[src/verilog/aswa_cfg.svh]
// timing counts and field widths for the word-array memory controller
`ifndef ASWA_CFG_SVH
`define ASWA_CFG_SVH
`define ASWA_CLK_PERIOD_NS 50
`define ASWA_ADDR_W 18
`define ASWA_DATA_W 16
`define ASWA_LANES 2
`define ASWA_LANE_W 8
// slowest grade figures in ns, cycle counts derived from them (least times round up)
`define ASWA_READ_CYCLE_MIN_NS 25
`define ASWA_WRITE_PULSE_MIN_NS 17
`define ASWA_TURN_MIN_NS 8
`define ASWA_CYC_UP(ns) (((ns) + `ASWA_CLK_PERIOD_NS - 1) / `ASWA_CLK_PERIOD_NS)
`define ASWA_READ_CYC `ASWA_CYC_UP(`ASWA_READ_CYCLE_MIN_NS)
`define ASWA_WRITE_CYC `ASWA_CYC_UP(`ASWA_WRITE_PULSE_MIN_NS)
`define ASWA_TURN_CYC `ASWA_CYC_UP(`ASWA_TURN_MIN_NS)
`define ASWA_CNT_W 4
`endif

[src/verilog/aswa_pkg.sv]
// types shared by the word-array memory controller
package aswa_pkg;
	typedef enum logic [2:0] {
		ASWA_IDLE = 3'h0,
		ASWA_SETUP = 3'h1,
		ASWA_ACCESS = 3'h3,
		ASWA_FINISH = 3'h2,
		ASWA_RECOVER = 3'h6
	} aswa_state_type;
endpackage

[src/verilog/aswa_ctrl.sv]
// host controller driving an asynchronous 256k x 16 static memory
// Operation
// - write happens only while write strobe and chip select are both low
// - controller drives data only after memory outputs are turned off
// - select or strobe stays high whenever the address changes
// - address valid before or with chip select falling for a read
// - wait one read cycle after retention exit before any access not yet in setup
`timescale 1ns/1ps
`include "aswa_cfg.svh"
module aswa_ctrl #(
	parameter int ADDR_W = `ASWA_ADDR_W,
	parameter int DATA_W = `ASWA_DATA_W,
	parameter int READ_CYC = `ASWA_READ_CYC,
	parameter int WRITE_CYC = `ASWA_WRITE_CYC,
	parameter int TURN_CYC = `ASWA_TURN_CYC
) (
	// clock, reset, enable
	input wire logic clk_sys,
	input wire logic rst_n,
	input wire logic clk_en,
	// user request
	input wire logic req_valid,
	input wire logic req_write,
	input wire logic [ADDR_W-1:0] req_addr,
	input wire logic [DATA_W-1:0] req_wdata,
	input wire logic [1:0] req_lane_en,
	output logic req_ready,
	// user answer
	output logic rsp_valid,
	output logic [DATA_W-1:0] rsp_rdata,
	// retention exit notice
	input wire logic retention_exit,
	// memory pins
	output logic [ADDR_W-1:0] mem_addr,
	output logic mem_chip_sel_n,
	output logic mem_write_n,
	output logic mem_out_gate_n,
	output logic low_byte_lane_n,
	output logic high_byte_lane_n,
	input wire logic [DATA_W-1:0] mem_data_i,
	output logic [DATA_W-1:0] mem_data_o,
	output logic [DATA_W-1:0] mem_data_oe
);
	import aswa_pkg::*;

	logic rst_meta_q;
	logic rst_sync_n;
	aswa_state_type state_q;
	logic [`ASWA_CNT_W-1:0] cnt_q;
	logic write_q;
	logic [DATA_W-1:0] data_sync;
	logic exit_pend_q;
	logic exit_now;
	logic acc_done;
	logic [DATA_W-1:0] lane_mask;

	// access length; reads run two cycles longer so the synchronised word has settled
	assign acc_done = state_q == ASWA_ACCESS &&
		32'(cnt_q) >= (write_q ? WRITE_CYC : READ_CYC + 2);

	// an exit noticed mid-access is parked in a flag, so the hold-off is never lost
	assign exit_now = retention_exit || exit_pend_q;

	// per-bit lane mask: lower half follows the low lane, upper half the high lane
	for (genvar b = 0; b < DATA_W; b++) begin : g_lane
		assign lane_mask[b] = (b < DATA_W / 2) ? ~low_byte_lane_n : ~high_byte_lane_n;
	end

	// reset release through two flops
	always_ff @(posedge clk_sys or negedge rst_n) begin
		if (!rst_n) begin
			rst_meta_q <= 1'b0;
			rst_sync_n <= 1'b0;
		end else begin
			rst_meta_q <= 1'b1;
			rst_sync_n <= rst_meta_q;
		end
	end

	// read data is a pin input, so it is synchronised before capture
	aswa_sync #(
		.W(DATA_W)
	) u_data_sync (
		.clk_sys(clk_sys),
		.rst_n(rst_sync_n),
		.ce(clk_en),
		.d(mem_data_i),
		.q(data_sync)
	);

	// exit flag: set only outside idle; idle turns it into a hold-off and drops it
	always_ff @(posedge clk_sys or negedge rst_sync_n) begin
		if (!rst_sync_n) begin
			exit_pend_q <= 1'b0;
		end else if (clk_en) begin
			if (retention_exit && state_q != ASWA_IDLE) begin
				exit_pend_q <= 1'b1;
			end else if (state_q == ASWA_IDLE) begin
				exit_pend_q <= 1'b0;
			end
		end
	end

	// sequencer: address changes only in idle with select high
	always_ff @(posedge clk_sys or negedge rst_sync_n) begin
		if (!rst_sync_n) begin
			state_q <= ASWA_RECOVER;
			cnt_q <= '0;
			write_q <= 1'b0;
		end else if (clk_en) begin
			case (state_q)
				ASWA_IDLE: begin
					if (exit_now) begin
						state_q <= ASWA_RECOVER;
						cnt_q <= '0;
					end else if (req_valid) begin
						write_q <= req_write;
						state_q <= ASWA_SETUP;
						cnt_q <= '0;
					end
				end
				ASWA_SETUP: begin
					// address settled one cycle before select falls
					state_q <= ASWA_ACCESS;
				end
				ASWA_ACCESS: begin
					// sync adds two cycles of latency on reads
					if (32'(cnt_q) >= (write_q ? WRITE_CYC : READ_CYC + 2)) begin
						state_q <= ASWA_FINISH;
						cnt_q <= '0;
					end else begin
						cnt_q <= cnt_q + 4'h1;
					end
				end
				ASWA_FINISH: begin
					// bus turnaround gap before the next access
					if (32'(cnt_q) + 1 >= TURN_CYC) begin
						state_q <= ASWA_IDLE;
						cnt_q <= '0;
					end else begin
						cnt_q <= cnt_q + 4'h1;
					end
				end
				ASWA_RECOVER: begin
					// hold off one read cycle after retention
					if (32'(cnt_q) + 1 >= READ_CYC) begin
						state_q <= ASWA_IDLE;
						cnt_q <= '0;
					end else begin
						cnt_q <= cnt_q + 4'h1;
					end
				end
				default: begin
					state_q <= ASWA_IDLE;
					cnt_q <= '0;
				end
			endcase
		end
	end

	// address and lane latching only while select is high
	always_ff @(posedge clk_sys or negedge rst_sync_n) begin
		if (!rst_sync_n) begin
			mem_addr <= '0;
			mem_data_o <= '0;
			low_byte_lane_n <= 1'b1;
			high_byte_lane_n <= 1'b1;
		end else if (clk_en && state_q == ASWA_IDLE && req_valid && !exit_now) begin
			mem_addr <= req_addr;
			mem_data_o <= req_wdata;
			low_byte_lane_n <= ~req_lane_en[0];
			high_byte_lane_n <= ~req_lane_en[1];
		end
	end

	// pin strobes; select and strobe rise together, committing the word
	always_ff @(posedge clk_sys or negedge rst_sync_n) begin
		if (!rst_sync_n) begin
			mem_chip_sel_n <= 1'b1;
			mem_write_n <= 1'b1;
			mem_out_gate_n <= 1'b1;
			mem_data_oe <= '0;
		end else if (clk_en) begin
			if (state_q == ASWA_SETUP) begin
				mem_chip_sel_n <= 1'b0;
				mem_write_n <= ~write_q;
				mem_out_gate_n <= write_q;
				// drive data from the strobe falling until one cycle after it rises, memory already floating
				mem_data_oe <= write_q ? lane_mask : '0;
			end else if (acc_done) begin
				mem_chip_sel_n <= 1'b1;
				mem_write_n <= 1'b1;
				mem_out_gate_n <= 1'b1;
			end else if (state_q == ASWA_FINISH) begin
				// data held one cycle past the strobe edge for hold time
				mem_data_oe <= '0;
			end
		end
	end

	// answer: read word captured as the access ends
	always_ff @(posedge clk_sys or negedge rst_sync_n) begin
		if (!rst_sync_n) begin
			rsp_valid <= 1'b0;
			rsp_rdata <= '0;
			req_ready <= 1'b0;
		end else if (clk_en) begin
			rsp_valid <= acc_done;
			if (state_q == ASWA_ACCESS && !write_q) begin
				// disabled lanes read back as zero
				rsp_rdata <= data_sync & lane_mask;
			end
			// ready is only a hint; a pending exit means the next idle is a hold-off
			req_ready <= (state_q == ASWA_IDLE && !(req_valid || exit_now)) ||
				(state_q == ASWA_FINISH && 32'(cnt_q) + 1 >= TURN_CYC && !exit_now) ||
				(state_q == ASWA_RECOVER && 32'(cnt_q) + 1 >= READ_CYC && !exit_now);
		end
	end
endmodule

[src/verilog/aswa_sync.sv]
// two-flop synchroniser for a pin input bus
`timescale 1ns/1ps
module aswa_sync #(
	parameter int W = 16
) (
	// clock and reset
	input wire logic clk_sys,
	input wire logic rst_n,
	input wire logic ce,
	// data
	input wire logic [W-1:0] d,
	output logic [W-1:0] q
);
	logic [W-1:0] meta_q;
	// first stage feeds only the second
	always_ff @(posedge clk_sys or negedge rst_n) begin
		if (!rst_n) begin
			meta_q <= '0;
			q <= '0;
		end else if (ce) begin
			meta_q <= d;
			q <= meta_q;
		end
	end
endmodule

[config.mk]
export PLATFORM = sky130hd
export DESIGN_NAME = aswa_ctrl
export DESIGN_NICKNAME = d
export VERILOG_FILES = /design/src/verilog/aswa_pkg.sv /design/src/verilog/aswa_ctrl.sv /design/src/verilog/aswa_sync.sv
export VERILOG_INCLUDE_DIRS = /design/src /design/src/verilog
export SDC_FILE = /design/constraint.sdc
export NUM_CORES = 1
export LEC_CHECK = 0
export ABC_AREA = 1
export BUFFER_PORTS_ARGS = -buffer_cell sky130_fd_sc_hd__buf_4
export CAP_MARGIN = 20
export CELL_PAD_IN_SITES_DETAIL_PLACEMENT = 0
export CELL_PAD_IN_SITES_GLOBAL_PLACEMENT = 1
export CORE_UTILIZATION = 40
export CTS_CLUSTER_DIAMETER = 30
export DETAILED_ROUTE_END_ITERATION = 6
export PLACE_DENSITY_LB_ADDON = 0.1
export SLEW_MARGIN = 20
export SYNTH_ARGS = -nofsm -noshare
export SYNTH_HDL_FRONTEND = slang
export SYNTH_HIERARCHICAL = 1
export SYNTH_SLANG_ARGS = --single-unit
[constraint.sdc]
create_clock -name clk_sys -period 5.1 [get_ports clk_sys]
set_clock_uncertainty 0.15 [all_clocks]
set_input_delay 1.02 -clock clk_sys [delete_from_list [all_inputs] [get_ports clk_sys]]
set_output_delay 1.02 -clock clk_sys [all_outputs]
set_load 0.005 [all_outputs]
==> flow_summary.json, run 1 <==
{
  "rr_startpoint": "state_q[1]$_DFFE_PN1P_",
  "p_seq_frac": 0.498,
  "nFillCells": 1036,
  "via_per_inst": 4.68,
  "cts_resized": 0,
  "cts_setup_buffers": 0,
  "synth_top_area_share": 0.543,
  "grt_util_all_layers": 0.176,
  "power.density_nw_per_um2": 450,
  "vias": 3485,
  "yosysMostFrequentCell": "nand2_1",
  "drv_cap": 0,
  "clockRootBuffer": "clkbuf_8",
  "synthTopCellsByCount": "nand2_1 (239), dfrtp_1 (95), nand3_1 (27), o21ai_0 (27), inv_1 (16)",
  "synth-compound-area-share": 0.0346,
  "cts_tree": "built",
  "synth_top_family_by_area": "simple AND/OR/NAND/NOR gates",
  "synth_mux_area_frac": 0,
  "power.switching_uw": 805,
  "grt_max_degree": 58,
  "crit_path_max_fanout": 40,
  "ios": 131,
  "synthAdderAreaFrac": 0.00857,
  "r2r-end": "rsp_rdata[5]$_DFFE_PN0P_",
  "io_buffers": 130,
  "chipWidth_um": 107,
  "antenna_found_initial": 0,
  "drive_gt1_frac": 0.289,
  "clock_latency_ns": 0.36,
  "critPathCaptureType": "flop",
  "drc": 0,
  "cp-start-kind": "primary input",
  "ys_seq_elements": 102,
  "crit_start": "clk_en",
  "synth_area_um2": 4380,
  "ff2ff_path_depth": 6,
  "min_period_ns": 2.34,
  "synthTopCellsByArea": "dfrtp_1 (54%), nand2_1 (20%), dfstp_2 (4.2%), nand3_1 (3.1%), o21ai_0 (3.1%)",
  "overflow": 0,
  "clock-sinks": 102,
  "p_int_mw": 1.65,
  "synth-simple-area-share": 0.287,
  "swShare": 0.328,
  "synth.avg_cell_area_um2": 8.91,
  "ant_nets": 0,
  "hpwl_mm": 6.71,
  "synthXorXnorAreaFrac": 0.00200,
  "firstDrtPassIters": 4,
  "design.core.area_um2": 10500,
  "grt_pass1_wl_mm": 15.7,
  "cellLeakagePower_nw": 3.02,
  "synth_fp_nets": 553,
  "cts-buffers-inserted": 9,
  "hold_viol_final": 0,
  "reg2reg_slack_ns": 2.96,
  "comb_power_share": 0.312,
  "setup_viol": 0,
  "synthFlopType": "dfrtp_1",
  "synth_cell_types": 30,
  "clock.fmax_mhz": 428,
  "cts_max_level": 3,
  "worstMarginPinSlew_ns": 0.718,
  "synthCells": 492,
  "start_util": 0.419,
  "antenna_cells": 0,
  "yosys_warnings": 6,
  "fin_ws_ns": 2.76,
  "hold_buffers": 0,
  "clk_pin_slew_ns": 0.09,
  "row_count": 37,
  "slew_headroom": 0.521,
  "synth-edff-count": 0,
  "yosysTopAreaCell": "dfrtp_1",
  "ys_seq_area_frac": 0.585,
  "die_y_um": 107,
  "dp_slack_ns": 2.37,
  "outcome": "complete, no violations",
  "wl_per_cell_um": 13.0,
  "fin_nets": 664,
  "rsz0062_at_grt": "false",
  "grt_pass1_vias": 3176,
  "critPathArrivalTime_ns": 2.48,
  "cp.required_ns": 5.24,
  "cts.path.max_buffers": 2,
  "syn_to_final_growth_pct": 24.5,
  "slew_viol_final": 0,
  "path_class": "in -> reg",
  "hp-class": "reg -> async",
  "tns_ns": 0,
  "async_flop_share": 1.00,
  "initialDrtViolationCount": 227,
  "gp_congestion": 0.818,
  "timing.final.crit_share": 0.458,
  "drt_wl_total_mm": 9.70,
  "dieArea_um2": 11400,
  "pwr-share-clk": 0.190,
  "ir_worst_vdd_v": 0.000182
}
==> placed cells by master (no fill, tap or decap), drive strengths merged <==
cell      synthesis  final
nand2           251    251
nor4              1      1
nand3            28     28
nor3              3      3
o21ai            27     27
ha                3      3
nand4             5      5
or2               1      1
nor2             12     12
inv              19     20
xor2              1      1
conb              1      1
dfstp             7      7
o22ai             1      1
dfrtp            95     95
a21oi             2      2
clkbuf            8     12
clkinv            2      2
buf              25    133
clkinvlp          0      3
==> kinds of logic (layout without fill, tap and decap cells) <==
group,Yosys count,count (layout)
other cells,1,1
fa+ha+maj,3,3
simple gates,301,301
xor+xnor,1,1
flops,102,102
buf+inv,54,170
compound gates,30,30
==> cell type report <==
class / instances / area (um2) / area share
repair buffers: 133 / 998 / 0.183
clock buffers: 12 / 145 / 0.0266
flip-flops and latches: 102 / 2560 / 0.470
inverters: 21 / 86.3 / 0.0158
multi-input cells: 336 / 1460 / 0.267
clock inverters: 4 / 31.3 / 0.00573
well taps: 136 / 170 / 0.0312
==> state kept, by name, summed over array words and instances, names as in the netlist, 2 cells and up <==
register            cells
cnt_q                   4
mem_addr               18
mem_data_o             16
mem_data_oe             2
rsp_rdata              16
state_q                 3
u_data_sync/meta_q     16
u_data_sync/q          16
==> per-stage QoR <==
step / instance area (um2) / power [mW] / hold slack [ns] / utilization / std cells
after floorplan: 4380 / 1.60 / 0.181 / - / 492
after global routing: 5460 / 2.64 / 0.235 / 0.521 / 744
after CTS: 5460 / 2.50 / 0.216 / 0.521 / 744
after global placement: 5280 / 2.00 / 0.192 / 0.505 / 728
after detailed placement: 5280 / 2.02 / 0.193 / 0.505 / 728
final: 5460 / 2.46 / 0.185 / 0.521 / 744
==> routing by layer <==
metal  part of all wire  global-route usage  wire, um  vias to the layer above
met4              0.014              0.0616       134                        0
met1               0.45               0.243      4380                     1633
met3              0.051              0.0267       498                       10
met2               0.48               0.284      4680                      103
met5                  0                   0         0                        -
li1                   -                   -         -                     1739
==> critical path: stages <==
cell and delay (ns):
buf_4 0.36, nand2_1 0.43, nor2_4 0.43, nand3_1 0.14
nand2_1 0.08
==> worst max path at each step <==
stage                                          end  depth (start not counted)
after floorplan               cnt_q[0]$_DFFE_PN0P_                          0
after global placement    rsp_rdata[0]$_DFFE_PN0P_                          5
after detailed placement  rsp_rdata[5]$_DFFE_PN0P_                          5
after CTS                 rsp_rdata[5]$_DFFE_PN0P_                          5
after global routing      rsp_rdata[5]$_DFFE_PN0P_                          5
final                     rsp_rdata[5]$_DFFE_PN0P_                          5
==> power by group through the flow <==
stage	clock network (mW)	logic (mW)	registers, mW
2_1_floorplan	0	0.380	1.22
5_1_grt	0.518	0.863	1.26
3_5_place_dp	0	0.777	1.24
4_1_cts	0.488	0.780	1.23
6_report	0.466	0.766	1.22
3_3_place_gp	0	0.765	1.24
No activity file was read; power rests on OpenSTA's default activity.
==> run 2, diff against run 1 <==
ABC_AREA = 0   (was 1)
clock period = 2.4 ns   (was 5.1 ns; I/O delays follow)
==> flow_summary.json, run 2 <==
{
  "outcome": "complete, no violations",
  "fin_hold_ws_ns": 0.116,
  "via_per_inst": 4.72,
  "antenna_cells": 0,
  "slew_viol_final": 0,
  "drive_gt1_frac": 0.543,
  "drv_cap": 0,
  "ys_seq_area_frac": 0.579,
  "critPathArrivalTime_ns": 2.38,
  "top_register": "mem_addr",
  "chipWidth_um": 107,
  "die_y_um": 107,
  "ys_seq_elements": 102,
  "final_common_cell": "buf_4",
  "clock-sinks": 102,
  "fin_ws_ns": 0.171,
  "timing.final.crit_share": 0.929,
  "register_area_um2": 2560,
  "min_period_ns": 2.23,
  "design.core.area_um2": 10800,
  "firstDrtPassIters": 6,
  "cp_cell_sequence": "ha_1 -> a2111oi_4 -> nor2b_2 -> a31oi_2 -> nand2_1 -> mux2_2",
  "synthFlopType": "dfrtp_1",
  "synth.avg_cell_area_um2": 14.0,
  "synthTopCellsByCount": "dfrtp_1 (95), nand2_1 (42), mux2_4 (36), mux2_2 (35), nand3b_1 (17)",
  "setup_viol": 0,
  "synth-simple-area-share": 0.111,
  "wl_per_cell_um": 14.5,
  "drc": 0,
  "cp_top_family": "compound AO/OA/AOI/OAI gates",
  "ios": 131,
  "cts-buffers-inserted": 9,
  "worstMarginPinSlew_ns": 0.577,
  "grt_util_all_layers": 0.160,
  "synth_mux_area_frac": 0.214,
  "async_flop_share": 1.00,
  "overflow": 0,
  "rsz0062_at_grt": "false",
  "yosysMostFrequentCell": "dfrtp_1",
  "synthTopCellsByArea": "dfrtp_1 (54%), mux2_4 (12%), mux2_2 (8.9%), dfstp_2 (4.2%), nand2_1 (3.6%)",
  "gp_congestion": 0.738,
  "synth_top_family_by_area": "multiplexers",
  "final_cell_mix": "buf_4 (137), dfrtp_1 (94), nand2_1 (42)",
  "synth_fp_nets": 378,
  "yosysTopAreaCell": "dfrtp_1",
  "synth-compound-area-share": 0.0288,
  "cp.required_ns": 2.55,
  "cp-start-kind": "flop",
  "crit_path_max_fanout": 5,
  "synthXorXnorAreaFrac": 0.00198,
  "yosys_warnings": 6,
  "clock_latency_ns": 0.36,
  "dieArea_um2": 11500,
  "synth_area_um2": 4420,
  "fin_nets": 500,
  "final_util": 0.522,
  "initialDrtViolationCount": 35,
  "critPathCaptureType": "flop",
  "antenna_found_initial": 0,
  "synthCells": 317,
  "dp_slack_ns": 0.166,
  "vias": 2755,
  "cp_slowest_cell": "dfrtp_1",
  "hold_viol_final": 0,
  "largest_register_ffs": 18,
  "power.density_nw_per_um2": 996,
  "grt_pass1_vias": 2850,
  "slew_headroom": 0.615,
  "multiInputGateArea_um2": 1620,
  "clk_pin_slew_ns": 0.10,
  "grt_pass1_wl_mm": 14.2,
  "path_buf_inv": 0,
  "grt_max_degree": 45,
  "cts_max_level": 3,
  "start_util": 0.410,
  "cellLeakagePower_nw": 2.86,
  "drt_wl_total_mm": 8.49,
  "reg2reg_slack_ns": 0.17,
  "row_count": 38,
  "io_buffers": 130,
  "path_class": "reg -> reg",
  "synthAdderAreaFrac": 0.00848,
  "clockRootBuffer": "clkbuf_8",
  "hp-class": "in -> reg",
  "tns_ns": 0,
  "cts.path.max_buffers": 2,
  "nFillCells": 959,
  "cts_tree": "built",
  "cpPeakStageDelay_ns": 0.43,
  "syn_to_final_growth_pct": 27.4,
  "synth-edff-count": 0,
  "ant_nets": 0,
  "ir_worst_vdd_v": 0.000445,
  "clock.fmax_mhz": 449,
  "hpwl_mm": 6.05,
  "cts_setup_buffers": 0,
  "synth_cell_types": 39,
  "synth_top_area_share": 0.537
}
[run 2: through the flow]
step           power [mW]  instance area (um2)  cells
2_1_floorplan        3.62                 4430    317
3_3_place_gp         4.48                 5410    567
3_5_place_dp         4.53                 5410    567
4_1_cts              5.70                 5630    584
5_1_grt              6.00                 5640    584
6_report             5.61                 5640    584
[run 2: metal layers]
layer,part of all wire,track usage,wire length (um)
met1,0.43,0.201,3650
met2,0.48,0.259,4090
met3,0.079,0.0553,669
met4,0.010,0.0470,85
met5,0,0,0
[run 2: area by class of cell]
| cell class | count | area share |
|---|---|---|
| clock buffer | 10 | 0.0244 |
| clock inverter | 6 | 0.0135 |
| inverter | 2 | 0.00133 |
| multi-input combinational | 185 | 0.287 |
| sequential | 102 | 0.455 |
| tap | 140 | 0.0311 |
| timing repair buffer | 139 | 0.188 |
[run 2: repair_timing]
item                       CTS  global route
gates resized for setup      0             1
setup endpoints to repair    0             1
hold buffers                 1             0
hold endpoints to repair     2             0
[run 2: kinds of logic after synthesis]
logic type	Yosys count
DFF	102
and+or+nand+nor	92
muxes	72
buffers and inverters	30
AOI/OAI and AO/OA	16
adders and majority gates	3
other	1
xor gates and xnor gates	1
[run 2: path summary, 6_finish.rpt]
| kind | startpoint | endpoint | cells past startpoint |
|---|---|---|---|
| max | cnt_q[1]$_DFFE_PN0P_ | state_q[2]$_DFFE_PN1P_ | 6 |
| min | req_lane_en[0] | low_byte_lane_n$_DFFE_PN1P_ | 2 |
| max reg2reg | cnt_q[1]$_DFFE_PN0P_ | state_q[2]$_DFFE_PN1P_ | 6 |
| min reg2reg | rst_sync_n$_DFF_PN0_ | u_data_sync/meta_q[5]$_DFFE_PN0P_ | 0 |
| max in group asynchronous | rst_sync_n$_DFF_PN0_ | state_q[2]$_DFFE_PN1P_ | 1 |
| min in group asynchronous | rst_sync_n$_DFF_PN0_ | u_data_sync/meta_q[5]$_DFFE_PN0P_ | 0 |
[run 2: power breakdown]
group / switching (mW) / internal, mW / leakage [nW] / total, mW
combinational: 0.611 / 1.16 / 1.50 / 1.77
clock: 0.623 / 0.530 / 0.109 / 1.15
sequential: 0.414 / 2.28 / 1.25 / 2.69
total: 1.65 / 3.97 / 2.86 / 5.61
==> run 3, diff against run 2 <==
ABC_AREA = 1   (was 0)
CORE_UTILIZATION = 38   (was 40)
==> flow_summary.json, run 3 (synthesized netlist as in run 1, its figures left out) <==
{
  "syn_to_final_growth_pct": 29.7,
  "crit_path_max_fanout": 17,
  "drive_gt1_frac": 0.297,
  "drv_cap": 0,
  "grt_pass1_wl_mm": 15.6,
  "tns_ns": 0,
  "hp-class": "reg -> async",
  "vias": 3431,
  "cts_resized": 0,
  "clock_latency_ns": 0.34,
  "cpPeakStageDelay_ns": 0.55,
  "ant_nets": 0,
  "slew_viol_final": 0,
  "die_y_um": 109,
  "design.core.area_um2": 11000,
  "cts_max_level": 3,
  "drt_wl_total_mm": 9.77,
  "top_register": "mem_addr",
  "rr_startpoint": "state_q[1]$_DFFE_PN1P_",
  "row_count": 38,
  "rsz0062_at_grt": "false",
  "critPathArrivalTime_ns": 2.16,
  "io_buffers": 130,
  "outcome": "complete, no violations",
  "dieArea_um2": 12000,
  "largest_register_ffs": 18,
  "crit_start": "state_q[1]$_DFFE_PN1P_",
  "grt_max_degree": 41,
  "wl_per_cell_um": 13.0,
  "placed_cells": 736,
  "path_class": "reg -> reg",
  "antenna_cells": 0,
  "worstMarginPinSlew_ns": 0.522,
  "initialDrtViolationCount": 177,
  "final_cells": 753,
  "critPathCaptureType": "flop",
  "fin_hold_ws_ns": 0.0810,
  "overflow": 0,
  "gp_congestion": 0.841,
  "hold_viol_final": 0,
  "drc": 0,
  "cts-buffers-inserted": 9,
  "timing.final.crit_share": 0.847,
  "cts_tree": "built",
  "grt_util_all_layers": 0.171,
  "clock-sinks": 102,
  "clock.fmax_mhz": 492,
  "clk_pin_slew_ns": 0.07,
  "power.density_nw_per_um2": 1030,
  "cp_cell_sequence": "inv_1 -> nor3_4 -> nand2_1 -> nor2_4 -> nand3_1 -> nand2_1",
  "antenna_found_initial": 0,
  "hpwl_mm": 6.97,
  "cp_common_cell": "nand2_1",
  "ir_worst_vdd_v": 0.000400,
  "min_period_ns": 2.03,
  "total_power_mw": 5.85,
  "start_util": 0.397,
  "firstDrtPassIters": 4,
  "setup_viol": 0,
  "cp-start-kind": "flop",
  "grt_pass1_vias": 3205,
  "ios": 131,
  "cellLeakagePower_nw": 3.13,
  "reg2reg_slack_ns": 0.37,
  "via_per_inst": 4.56,
  "chipWidth_um": 109,
  "slew_headroom": 0.651,
  "clockRootBuffer": "clkbuf_16",
  "cp.required_ns": 2.53,
  "final_common_cell": "nand2_1",
  "cts.path.max_buffers": 2,
  "fin_nets": 669,
  "final_cell_mix": "nand2_1 (239), buf_4 (135), dfrtp_1 (94)",
  "cp_slowest_cell": "dfstp_2"
}
## run 3: cell count changes in the layout (fill, tap and decap cells not counted), moves of 17 or more
cell and change:
mux2_2 -35, nand3b_1 -17, o21ai_0 +23, mux2_4 -36, nand3_1 +24, nand2_1 +197
## run 3: path summary, 6_finish.rpt
kind	end	depth (start not counted)
max	rsp_rdata[8]$_DFFE_PN0P_	6
min	mem_data_o[10]$_DFFE_PN0P_	0
max reg2reg	rsp_rdata[8]$_DFFE_PN0P_	6
min reg2reg	mem_data_o[10]$_DFFE_PN0P_	0
max in group asynchronous	state_q[1]$_DFFE_PN1P_	1
min in group clk_sys	low_byte_lane_n$_DFFE_PN1P_	2
## run 3: final cells by class
class,instances,area (um2)
multi-input combinational,336,1460
clock buffer,11,253
clock inverter,5,81.3
inverter,21,86.3
sequential,102,2560
fill,1098,5350
timing repair buffer,138,1060
tap,140,175
## run 3: power breakdown
| group | leakage (nW) | switching (mW) | internal [mW] |
|---|---|---|---|
| Clock | 0.162 | 0.624 | 0.971 |
| Sequential | 1.28 | 0.311 | 2.24 |
| Combinational | 1.69 | 0.825 | 0.887 |
| Total | 3.13 | 1.76 | 4.09 |
## run 3: routing by layer
metal	part of all wire	wire length (um)	track usage
met1	0.46	4460	0.230
met2	0.48	4690	0.274
met3	0.050	487	0.0290
met4	0.015	142	0.0686
met5	0	0	0
## run 3: through the flow
step / setup WS [ns] / utilization / area [um2]
3_5_place_dp: 0.380 / 0.484 / 5340
3_3_place_gp: 0.416 / 0.484 / 5340
5_1_grt: 0.125 / 0.515 / 5680
6_report: 0.366 / 0.515 / 5680
4_1_cts: 0.360 / 0.515 / 5680
2_1_floorplan: 0.545 / - / 4380
## run 3: repair_timing
item / 4_1_cts / 5_1_grt
hold buffers: 1 / 0
buffers inserted: 0 / 0
endpoints found under the hold margin: 2 / 0
## run 3: critical path, delay by kind of cell (launching register included)
family / cells / cell delay (ns)
and+or+nand+nor: 5 / 1.18
DFF: 1 / 0.55
buffers and inverters: 1 / 0.09
